--- config.mk ---
export PLATFORM = sky130hd
export DESIGN_NAME = eeprom_function_cmd
export DESIGN_NICKNAME = d
export VERILOG_FILES = /design/src/eeprom_function_cmd.v /design/src/id_crc8.v
export VERILOG_INCLUDE_DIRS = /design/src /design/src/src
export SDC_FILE = /design/constraint.sdc
export NUM_CORES = 1
export LEC_CHECK = 0
export BUFFER_PORTS_ARGS = -buffer_cell sky130_fd_sc_hd__buf_4
export CORE_MARGIN = 4
export CORE_UTILIZATION = 55
export DETAILED_ROUTE_END_ITERATION = 7
export PLACE_DENSITY = 0.77
export SYNTH_ARGS = -nofsm -noshare
export SYNTH_HDL_FRONTEND = slang
export SYNTH_SLANG_ARGS = --single-unit
--- constraint.sdc ---
create_clock -name clk -period 7.2 [get_ports clk]
set_input_delay 1.08 -clock clk [delete_from_list [all_inputs] [get_ports clk]]
set_output_delay 1.08 -clock clk [all_outputs]
set_load 0.01 [all_outputs]
--- src/eeprom_function_code_defines.vh ---
`ifndef EEPROM_FUNCTION_CODE_DEFINES_VH
`define EEPROM_FUNCTION_CODE_DEFINES_VH

// memory map
`define ADDR_FUNCTION_CMD    8'hfe
`define ADDR_UNIQUE_ID_BASE  8'hf0
`define ADDR_BLK0_BASE       8'h20
`define ADDR_BLK1_BASE       8'h30
`define ADDR_BLK2_BASE       8'h40
`define BLK_BYTES            16

// function codes
`define FC_COPY0    8'h42
`define FC_COPY1    8'h44
`define FC_COPY2    8'h48
`define FC_RECALL0  8'hb2
`define FC_RECALL1  8'hb4
`define FC_RECALL2  8'hb8
`define FC_LOCK0    8'h63
`define FC_LOCK1    8'h66
`define FC_LOCK2    8'h6a

// id layout
`define ID_FAMILY_LSB  0
`define ID_SERIAL_LSB  8
`define ID_CRC_LSB     56

// programming interval: 2 ms at 10 MHz
`define PROGRAM_CYCLE_TIME_US  2000
`define CLK_MHZ                10
`define PROGRAM_CYCLE_CYCLES   (`PROGRAM_CYCLE_TIME_US * `CLK_MHZ)

`endif

--- src/eeprom_function_cmd.v ---
`timescale 1ns/1ps
`include "eeprom_function_code_defines.vh"

module eeprom_function_cmd #(
  parameter        HAS_UNIQUE_ID = 0,
  parameter [7:0]  FAMILY_CODE   = 8'h5a,          // arbitrary value
  parameter [47:0] SERIAL_FIELD  = 48'h0123456789ab, // arbitrary value
  parameter        PROG_CYCLES   = `PROGRAM_CYCLE_CYCLES
) (
  // clock and reset
  input  wire        clk,
  input  wire        rstn,
  input  wire        ce,
  // byte stream from serial engine (same clock)
  input  wire        wr_byte,
  input  wire        rd_byte,
  input  wire        first_byte,
  input  wire [7:0]  memory_pointer,
  input  wire [7:0]  wdata,
  input  wire        lock_enable,
  // answers to serial engine
  output reg  [7:0]  rdata_q,
  output wire        wr_accept,
  output wire        id_hit,
  // eeprom array control
  output reg         copy_busy_flag,
  output reg  [2:0]  copy_strobe_q,
  output reg  [2:0]  recall_strobe_q,
  output reg  [2:0]  lock_state_q,
  output reg  [1:0]  busy_block_q
);
  localparam ST_IDLE = 1'b0;
  localparam ST_PROG = 1'b1;

  reg        state_q;
  reg [31:0] cnt_q;
  reg        cmd_txn_q;    // current write transaction started at command loc
  reg        wr_start_q;   // start pointer of current write is in busy block
  reg        is_lock_q;
  wire [7:0] crc;
  wire [63:0] uid;
  wire [2:0]  present = (HAS_UNIQUE_ID != 0) ? 3'b011 : 3'b111;

  id_crc8 u_crc (
    .data (uid[55:0]),
    .crc  (crc)
  );
  assign uid = {crc, SERIAL_FIELD, FAMILY_CODE};

  function [1:0] blk_of;
    input [7:0] a;
    begin
      blk_of = a[5:4] - 2'd2;
    end
  endfunction

  wire in_blocks  = (memory_pointer >= `ADDR_BLK0_BASE) &&
                    (memory_pointer <  `ADDR_BLK2_BASE + `BLK_BYTES);
  wire [1:0] blk  = blk_of(memory_pointer);
  wire start_busy = copy_busy_flag && in_blocks && (blk == busy_block_q);
  wire id_range   = (HAS_UNIQUE_ID != 0) && (memory_pointer[7:3] == 5'h1e);
  wire busy_now   = first_byte ? start_busy : wr_start_q;
  assign id_hit   = id_range;
  // discard busy block locked blocks id bytes
  // command location itself; shadow-only writes go through
  assign wr_accept = wr_byte && !busy_now && !id_range &&
                     !(memory_pointer == `ADDR_FUNCTION_CMD) &&
                     !(in_blocks && (lock_state_q[blk] || !present[blk]));

  reg [2:0] cmd_blk;
  reg [1:0] cmd_kind;   // 1 copy, 2 recall, 3 lock, 0 none
  always @* begin
    cmd_blk  = 3'b000;
    cmd_kind = 2'd0;
    case (wdata)
      `FC_COPY0: begin
        cmd_blk  = 3'b001;
        cmd_kind = 2'd1;
      end
      `FC_COPY1: begin
        cmd_blk  = 3'b010;
        cmd_kind = 2'd1;
      end
      `FC_COPY2: begin
        cmd_blk  = 3'b100;
        cmd_kind = 2'd1;
      end
      `FC_RECALL0: begin
        cmd_blk  = 3'b001;
        cmd_kind = 2'd2;
      end
      `FC_RECALL1: begin
        cmd_blk  = 3'b010;
        cmd_kind = 2'd2;
      end
      `FC_RECALL2: begin
        cmd_blk  = 3'b100;
        cmd_kind = 2'd2;
      end
      `FC_LOCK0: begin
        cmd_blk  = 3'b001;
        cmd_kind = 2'd3;
      end
      `FC_LOCK1: begin
        cmd_blk  = 3'b010;
        cmd_kind = 2'd3;
      end
      `FC_LOCK2: begin
        cmd_blk  = 3'b100;
        cmd_kind = 2'd3;
      end
      default: begin
        cmd_blk  = 3'b000;
        cmd_kind = 2'd0;
      end
    endcase
  end

  wire [1:0] cmd_idx = cmd_blk[2] ? 2'd2 : (cmd_blk[1] ? 2'd1 : 2'd0);
  // only the first data byte of a transaction at the command location
  wire cmd_take  = wr_byte && first_byte && (memory_pointer == `ADDR_FUNCTION_CMD);
  wire blk_ok    = |(cmd_blk & present);
  // overlapping copy/lock while programming is dropped
  wire do_copy   = cmd_take && cmd_kind == 2'd1 && blk_ok && state_q == ST_IDLE &&
                   !(|(cmd_blk & lock_state_q));
  wire do_lock   = cmd_take && cmd_kind == 2'd3 && blk_ok && state_q == ST_IDLE &&
                   lock_enable;
  // recall into the block being programmed would race the copy, so drop it
  wire do_recall = cmd_take && cmd_kind == 2'd2 && blk_ok &&
                   !(copy_busy_flag && cmd_idx == busy_block_q);

  always @(posedge clk or negedge rstn) begin
    if (!rstn) begin
      state_q         <= ST_IDLE;
      cnt_q           <= 32'd0;
      copy_busy_flag  <= 1'b0;
      copy_strobe_q   <= 3'b000;
      recall_strobe_q <= 3'b000;
      lock_state_q    <= 3'b000;
      busy_block_q    <= 2'd0;
      is_lock_q       <= 1'b0;
      cmd_txn_q       <= 1'b0;
      wr_start_q      <= 1'b0;
      rdata_q         <= 8'h00;
    end else if (ce) begin
      copy_strobe_q   <= 3'b000;
      recall_strobe_q <= 3'b000;
      if (wr_byte && first_byte) begin
        cmd_txn_q  <= (memory_pointer == `ADDR_FUNCTION_CMD);
        wr_start_q <= start_busy;
      end
      if (do_recall) begin
        recall_strobe_q <= cmd_blk;
      end
      case (state_q)
        ST_IDLE: begin
          if (do_copy || do_lock) begin
            state_q        <= ST_PROG;
            cnt_q          <= PROG_CYCLES - 1;
            busy_block_q   <= cmd_idx;
            is_lock_q      <= do_lock;
            copy_busy_flag <= do_copy;
            if (do_copy) begin
              copy_strobe_q <= cmd_blk;
            end
          end
        end
        ST_PROG: begin
          if (cnt_q == 32'd0) begin
            state_q        <= ST_IDLE;
            copy_busy_flag <= 1'b0;
            if (is_lock_q) begin
              lock_state_q[busy_block_q] <= 1'b1;
            end
          end else begin
            cnt_q <= cnt_q - 32'd1;
          end
        end
        default: begin
          state_q <= ST_IDLE;
        end
      endcase
      if (rd_byte) begin
        if (id_range) begin
          rdata_q <= uid[{memory_pointer[2:0], 3'b000} +: 8];
        end else begin
          rdata_q <= 8'hff; // every read outside the id bytes returns ff, command location included
        end
      end
    end
  end
endmodule

--- src/id_crc8.v ---
`timescale 1ns/1ps
`include "eeprom_function_code_defines.vh"

// crc8 (poly x^8+x^5+x^4+1, lsb-first) over the low 56 id bits
module id_crc8 (
  // data in
  input  wire [55:0] data,
  // result
  output reg  [7:0]  crc
);
  integer i;
  reg     fb;
  always @* begin
    crc = 8'h00;
    fb  = 1'b0;
    for (i = 0; i < 56; i = i + 1) begin
      fb  = crc[0] ^ data[i];
      crc = {1'b0, crc[7:1]};
      if (fb) begin
        crc = crc ^ 8'h8c;
      end
    end
  end
endmodule

Yosys cells after proc, flatten, opt, wreduce, memory -nomap -nowiden
Index checks and enable logic that the tools add are counted.

Bits of input ports: 23. Output and inout port bits: 22. Word-level logic and storage cells: 107. Bits in registers: 48.

Equal/unequal tests: 18. Multiplexer cells: 24. Add/sub/neg operators: 2. Bitwise logic cells: 3. Order comparisons: 5. Reduce and logical (&&, ||, !) cells: 45.

Operators by type and width (count): $mux W32 (2); $pmux W32 S2 (1); $eq A8 B7 Y1 const B (6); $eq A8 B8 Y1 const B (4); $logic_not A32 Y1 (1); $sub A32 B1 Y32 const B (1); $reduce_or A3 Y1 (8); $logic_and A1 B1 Y1 (22); $mux W3 (4); $mux W1 (9); $pmux W3 S3 (1); $reduce_and A3 Y1 (3); $ge A8 B6 Y1 const B (1); $lt A8 B7 Y1 const B (1); $logic_not A1 Y1 (6); $lt A2 B3 Y1 const B (2); $pmux W2 S3 (1); $bmux W1 S2 (2); $eq A2 B2 Y1 (2); $eq A2 B2 Y1 const B (2); $ne A2 B1 Y1 const B (2); $pmux W1 S2 (2); $reduce_and A2 Y1 (2); $reduce_and A4 Y1 (1); 10 further kinds (11).

Depth between registers and ports, before layout
Gate-level depths: netlist (run 1).

Depth in word-level cells: 11. Mapped depth: 11. Mapped depth without buffers: 8.

Worst setup path before layout (run 1)
OpenSTA, ideal clock, no wires.

Path kind: input to register. Start: input wdata[2]. End: register cnt_q[4]. Setup time: 0.131 ns. Data required time: 7.069 ns. Path buffers: 2. Data arrival time: 3.294 ns. Setup slack: 3.775 ns. Stages: 9. Path through: buf_2 -> or3b_1 -> o21ai_2 -> or4b_4 -> o31ai_4 -> a31oi_2 -> buf_6 -> o31a_1 -> or3_1.

Cells in the longest elaborated chain, start to end: 11. Elaborated cells between the ends (all ways): 34. Classes of those cells: eq/ne: 12; mux: 2; bitwise: 1; reduce/logical: 19.

RTL lines: from (decl) (RTL line eeprom_function_cmd.v:19) `input wire [7:0] wdata,`; $eq A8 B7 Y1 or $eq A8 B8 Y1 (tied branches) (RTL line eeprom_function_cmd.v:75) `case (wdata)`; $reduce_or A3 Y1 (no line); $pmux W2 S3 (RTL line eeprom_function_cmd.v:75); $eq A2 B1 Y1 or $eq A2 B2 Y1 (tied branches) (RTL line eeprom_function_cmd.v:124, eeprom_function_cmd.v:126); $logic_and A1 B1 Y1, on equally long branches (4 in a row) (RTL line eeprom_function_cmd.v:124, eeprom_function_cmd.v:126); $logic_or A1 B1 Y1 (*) (RTL line eeprom_function_cmd.v:157) `if (do_copy || do_lock) begin`; $ne A2 B1 Y1 (no line) (*); $reduce_and A3 Y1 (no line) (*); to (signal assigned) (RTL line eeprom_function_cmd.v:159) `cnt_q <= PROG_CYCLES - 1;`; to (signal assigned) (RTL line eeprom_function_cmd.v:176) `cnt_q <= cnt_q - 32'd1;`; to (decl) (RTL line eeprom_function_cmd.v:36) `reg [31:0] cnt_q;`.

Mark *: on every way between the ends. The rest lies on a longest branch, timed or not. A chain may end at the register's enable or synchronous reset.

Final worst setup path (run 1)
Start: input wdata[5]. End: register cnt_q[23].

Same word-level chain as after synthesis.

==> results of run 1 <==
[through the flow]
| step | instances | utilization [%] | area (µm²) | power (W) |
|---|---|---|---|---|
| final | 446 | 63.3 | 3470 | 0.000559 |
| after global routing | 446 | 63.3 | 3470 | 0.000584 |
| after CTS | 446 | 63.3 | 3470 | 0.000564 |
| after detailed placement | 438 | 61.4 | 3360 | 0.000367 |
| after global placement | 438 | 61.4 | 3360 | 0.000365 |
| after floorplan | 348 | - | 3080 | 0.000337 |
[kinds of logic (layout without fill, tap and decap cells)]
logic type	Yosys count	in the layout	share of synthesized area, %
AO/OA/AOI/OAI	90	90	19.9
XOR/XNOR	4	4	1.14
adder cells (fa/ha/maj)	1	1	0.406
buffers and inverters	35	61	6.09
flip-flops	48	48	38.9
multiplexers	5	5	1.70
other	1	1	0.122
AND/OR/NAND/NOR	164	164	31.7
[layout make-up]
cell class | count | area [µm²]
inverters | 7 | 26.3
clock buffers | 6 | 72.6
repair buffers | 46 | 345
flip-flops and latches | 48 | 1200
well taps | 72 | 90.1
multi-input cells | 265 | 1700
clock inverters | 2 | 35.0
fillers | 486 | 2010
[state kept, by name, indices dropped and copies added, names as in the netlist]
name	cells
busy_block_q	2
copy_strobe_q	3
copy_busy_flag	1
rdata_q	1
is_lock_q	1
recall_strobe_q	3
wr_start_q	1
lock_state_q	3
state_q	1
cnt_q	32
[worst min path at each step]
stage | endpoint | slack (ps) | from
2_1_floorplan | is_lock_q$_DFFE_PN0P_ | 450 | is_lock_q$_DFFE_PN0P_
3_3_place_gp | copy_strobe_q[0]$_DFFE_PN0P_ | 470 | copy_strobe_q[0]$_DFFE_PN0P_
3_5_place_dp | is_lock_q$_DFFE_PN0P_ | 470 | is_lock_q$_DFFE_PN0P_
4_1_cts | is_lock_q$_DFFE_PN0P_ | 490 | is_lock_q$_DFFE_PN0P_
5_1_grt | is_lock_q$_DFFE_PN0P_ | 500 | is_lock_q$_DFFE_PN0P_
6_report | is_lock_q$_DFFE_PN0P_ | 490 | is_lock_q$_DFFE_PN0P_
[cells in the final DEF (no fill, tap or decap), types with 2 or more instances in the layout]
master     Yosys  layout
nand2b_1       6       6
a211oi_1       3       3
a31oi_1        2       2
or3_1         23      23
nand2_1       18      18
a21oi_1       25      25
o31a_1         2       2
nand4b_1       3       3
o211ai_1       7       7
o21bai_1       4       4
a21o_1         8       8
a211o_1        2       2
nor2b_1        3       3
or4_1         17      17
clkbuf_8       0       5
o2bb2ai_1      3       3
nand4_1        8       8
or3b_1         2       2
nand3b_1       5       5
o21a_1         2       2
mux2i_1        3       3
dfrtp_1       48      48
and3_1         5       5
buf_4         10      46
o31ai_1        4       4
or4_4          2       2
o21ai_0       17      17
nor3_1        24      24
inv_1          7       7
mux2_2         2       2
nor4_1         9       9
nand3_1       18      18
or2_2          2       2
nor2_1        12      12
xor2_1         3       3
[report_power, final]
group	total, W	internal (W)	leakage [nW]	switching, W
Combinational	0.0000880	0.0000335	0.915	0.0000545
Sequential	0.000275	0.000272	0.660	0.00000278
Clock	0.000196	0.000103	0.0552	0.0000929
[per-layer routing]
| metal | vias up | share of wire [%] | global-route usage [%] |
|---|---|---|---|
| met2 | 91 | 46 | 33.9 |
| met1 | 1339 | 47 | 29.4 |
| li1 | 1369 | - | - |
| met3 | 10 | 6.3 | 5.36 |
| met5 | - | 0 | 0 |
| met4 | 0 | 1.4 | 6.84 |
==> impl_metrics.json, run 1 <==
{
  "antenna_violating_nets_post_route": 0,
  "path_class": "input port to register",
  "fin_nets": 397,
  "grt_setup_unrepaired": "no",
  "die_w_um": 82.9,
  "fmax_ghz": 0.284,
  "initial_utilization_pct": 56.4,
  "crit_slowest_cell": "a21oi_1",
  "synth_nets": 372,
  "r2r_setup_slack_ps": 4090,
  "rr_worst_depth": 8,
  "ys_ff_latch": 48,
  "rows": 27,
  "holdCritPathClass": "register to register",
  "fin_skew_ps": 10.7,
  "synth_most_common_cell": "dfrtp_1",
  "wl_per_cell_um": 16.7,
  "worst_skew_pair.late_latency_ps": 310,
  "synth-seq-area-share_pct": 38.9,
  "die-area_um2": 6870,
  "cts_tree": "built",
  "drtPass1Iterations": 4,
  "final.setup.tns_ps": 0,
  "period_needed_ps": 3520,
  "netlist_area_um2": 3080,
  "cts_buffer_depth": 2,
  "async_reset_ff_share_pct": 100,
  "cap_violations": 0,
  "drv_slew": 0,
  "ys_types": 58,
  "synth_top_area_cell": "dfrtp_1",
  "grt_pass1_vias": 2681,
  "synth-edff-count": 0,
  "drive_gt1_share_pct": 17.9,
  "gr-total-overflow": 0,
  "die_h_um": 82.9,
  "core_area_um2": 5470,
  "rr_endpoint": "cnt_q[11]$_DFFE_PN0P_",
  "portBuffers": 43,
  "critPathBufInv": 1,
  "worst_setup_path_end_kind": "register",
  "vias": 2809,
  "slowest_delay_ps": 840,
  "ios": 45,
  "cts_root_buf": "clkbuf_8",
  "power.density_nw_per_um2": 161,
  "hold-path-cell-count": 1,
  "cp-start-kind": "input port",
  "hold_viol": 0,
  "synth_cells": 348,
  "cp-endpoint": "cnt_q[23]$_DFFE_PN0P_",
  "ctsResizeCount": 0,
  "syn2layout_area_growth_pct": 12.4,
  "synthDominantCellAreaShare_pct": 38.9,
  "cts_sinks": 48,
  "p_leak_nw": 1.63,
  "synth_common_cells": "48 x dfrtp_1, 25 x a21oi_1, 24 x nor3_1",
  "timing.hold.ws_ps": 488,
  "worstMarginPinSlew_ps": 1030,
  "dp_slack_ps": 3390,
  "grt_max_degree": 49,
  "yosys_warnings": 0,
  "routed_via_density": 6.30,
  "avgSynthCellArea_um2": 8.86,
  "place_congestion": 0.849,
  "cp.depth": 8,
  "critPathLaunch": "wdata[5]",
  "drt_iter0_markers": 248,
  "dp_hpwl_mm": 5.23,
  "path_cells": "buf_4, nand4b_1, mux2i_1, a211oi_1, nor4_1, a21oi_1, o211a_1, or2_2",
  "route.detailed.drc": 0,
  "cts_hold_buf": 0,
  "cpLargestDelayFamily": "compound AO/OA/AOI/OAI gates",
  "cp_data_arrival_time_ps": 3780,
  "htreeDepth": 2,
  "cts_made_buffers": 5,
  "diodes": 0,
  "outcome": "finished clean",
  "synthFlopType": "dfrtp_1",
  "routed_wirelength_mm": 7.46,
  "fin_crit_sh_pct": 48.9,
  "reg2reg_from": "cnt_q[8]$_DFFE_PN0P_",
  "finalSetupViolCount": 0,
  "synth_area_leaders": "dfrtp_1 39%, or3_1 4.7%, or4_1 4.1%, a21oi_1 4.1%, nor3_1 3.9%",
  "path_max_fanout": 14,
  "grt_pass1_wl_mm": 12.6,
  "track_usage_pct": 21.6,
  "required_ps": 7460,
  "setup_ws_ps": 3680,
  "cts_setup_buffers": 0,
  "clk_pin_slew_ps": 90,
  "ir_drop_mv": 0.103,
  "slew_headroom_pct": 31.3,
  "antenna_found_initial": 0
}
No activity file was read; power rests on OpenSTA's default activity.
==> run 2: changes to the inputs <==
- clock period: 7.2 -> 3.5 ns (I/O delays scaled with it)
==> impl_metrics.json, run 2 (synthesized netlist as in run 1, its figures left out) <==
{
  "outcome": "finished clean",
  "cts_hold_buf": 0,
  "antenna_violating_nets_post_route": 0,
  "r2r_setup_slack_ps": 510,
  "required_ps": 3680,
  "diodes": 0,
  "fin_area_um2": 3490,
  "antenna_found_initial": 0,
  "p_leak_nw": 1.64,
  "initial_utilization_pct": 56.4,
  "seq_power_share_pct": 52.1,
  "clk_pin_slew_ps": 90,
  "route.detailed.drc": 0,
  "ir_drop_mv": 0.199,
  "ctsResizeCount": 0,
  "core_area_um2": 5470,
  "fin_util_pct": 63.8,
  "multiInputGateArea_um2": 1700,
  "cts_made_buffers": 5,
  "netSwitchingFraction_pct": 27.0,
  "timing.hold.ws_ps": 236,
  "cap_violations": 0,
  "cp_data_arrival_time_ps": 3170,
  "setup_ws_ps": 512,
  "fin_nets": 401,
  "ios": 45,
  "worstMarginPinSlew_ps": 747,
  "layout_common_cells": "49 x buf_4, 48 x dfrtp_1, 25 x a21oi_1",
  "finalSetupViolCount": 0,
  "wl_per_cell_um": 16.3,
  "die_h_um": 82.9,
  "cp-start-kind": "register",
  "largest_reg_flops": 32,
  "cts_root_buf": "clkbuf_8",
  "worst_skew_pair.late_latency_ps": 290,
  "portBuffers": 43,
  "routed_via_density": 6.25,
  "worst_setup_path_end_kind": "register",
  "place_congestion": 0.903,
  "routed_wirelength_mm": 7.35,
  "dpl-instance-area_um2": 3400,
  "grt_pass1_vias": 2621,
  "dp_hpwl_mm": 5.28,
  "path_class": "register to register",
  "die_w_um": 82.9,
  "clockPowerShare_pct": 31.1,
  "fillers": 480,
  "dp_slack_ps": 422,
  "cts_setup_buffers": 0,
  "cell_internal_pwr_w": 0.000792,
  "period_needed_ps": 2990,
  "hold_viol": 0,
  "drt_iter0_markers": 250,
  "grt_pass1_wl_mm": 12.3,
  "fin_skew_ps": 7.51,
  "path_max_fanout": 19,
  "htreeDepth": 2,
  "cts_buffer_depth": 2,
  "drtPass1Iterations": 4,
  "holdCritPathClass": "input port to async pin",
  "syn2layout_area_growth_pct": 13.2,
  "net-switching-power_w": 0.000292,
  "drive_gt1_share_pct": 18.5,
  "slew_headroom_pct": 50.2,
  "final.setup.tns_ps": 0,
  "gr-total-overflow": 0,
  "final_common_cell": "buf_4",
  "grt_max_degree": 49,
  "cts_sinks": 48,
  "power.density_nw_per_um2": 311,
  "fmax_ghz": 0.335,
  "vias": 2814,
  "grt_setup_unrepaired": "no",
  "regArea_um2": 1200,
  "rows": 27,
  "die-area_um2": 6870,
  "drv_slew": 0,
  "fin_crit_sh_pct": 85.4,
  "regMostFlops": "cnt_q",
  "p_comb_share_pct": 16.8,
  "track_usage_pct": 21.3,
  "cts_tree": "built"
}
## run 2: layout make-up
class	count	area share (%)
Clock buffer	8	2.58
Inverter	7	0.753
Multi-Input combinational cell	265	48.6
Sequential cell	48	34.4
Tap cell	72	2.58
Timing Repair Buffer	50	11.1
## run 2: path summary, 6_finish.rpt
check | from | to | depth (start not counted)
max | cnt_q[8]$_DFFE_PN0P_ | cnt_q[9]$_DFFE_PN0P_ | 7
min | rstn | rdata_q[0]$_DFFE_PN0P_ | 1
max reg2reg | cnt_q[8]$_DFFE_PN0P_ | cnt_q[9]$_DFFE_PN0P_ | 7
min reg2reg | copy_strobe_q[0]$_DFFE_PN0P_ | copy_strobe_q[0]$_DFFE_PN0P_ | 1
max in group asynchronous | rstn | cnt_q[5]$_DFFE_PN0P_ | 1
min in group clk | rd_byte | rdata_q[0]$_DFFE_PN0P_ | 2
## run 2: worst max-delay path, cell delays in order, from the launching register on
cell      delay, ps
dfrtp_1         410
or4_4           570
nand2b_4        170
or4_1           600
o31a_1          540
nand3_1         220
nor3_1           50
or3_1           300
## run 2: through the flow
stage          std cells  power (W)
5_1_grt              450    0.00114
4_1_cts              450    0.00109
6_report             450    0.00108
3_5_place_dp         442   0.000756
2_1_floorplan        348   0.000693
3_3_place_gp         442   0.000752
## run 2: routing by layer
layer  up-vias  track usage [%]  wire [µm]
met3        11             4.76        427
met1      1313             29.5       3400
li1       1389                -          -
met2       101             33.5       3450
met5         -                0          0
met4         0             6.09         78
## run 2: power groups by stage
stage               registers [W]  logic, W  clock network [W]
floorplan                0.000575  0.000119                  0
global placement         0.000576  0.000177                  0
detailed placement       0.000576  0.000180                  0
CTS                      0.000565  0.000181           0.000347
global route             0.000566  0.000204           0.000371
finish                   0.000565  0.000182           0.000337
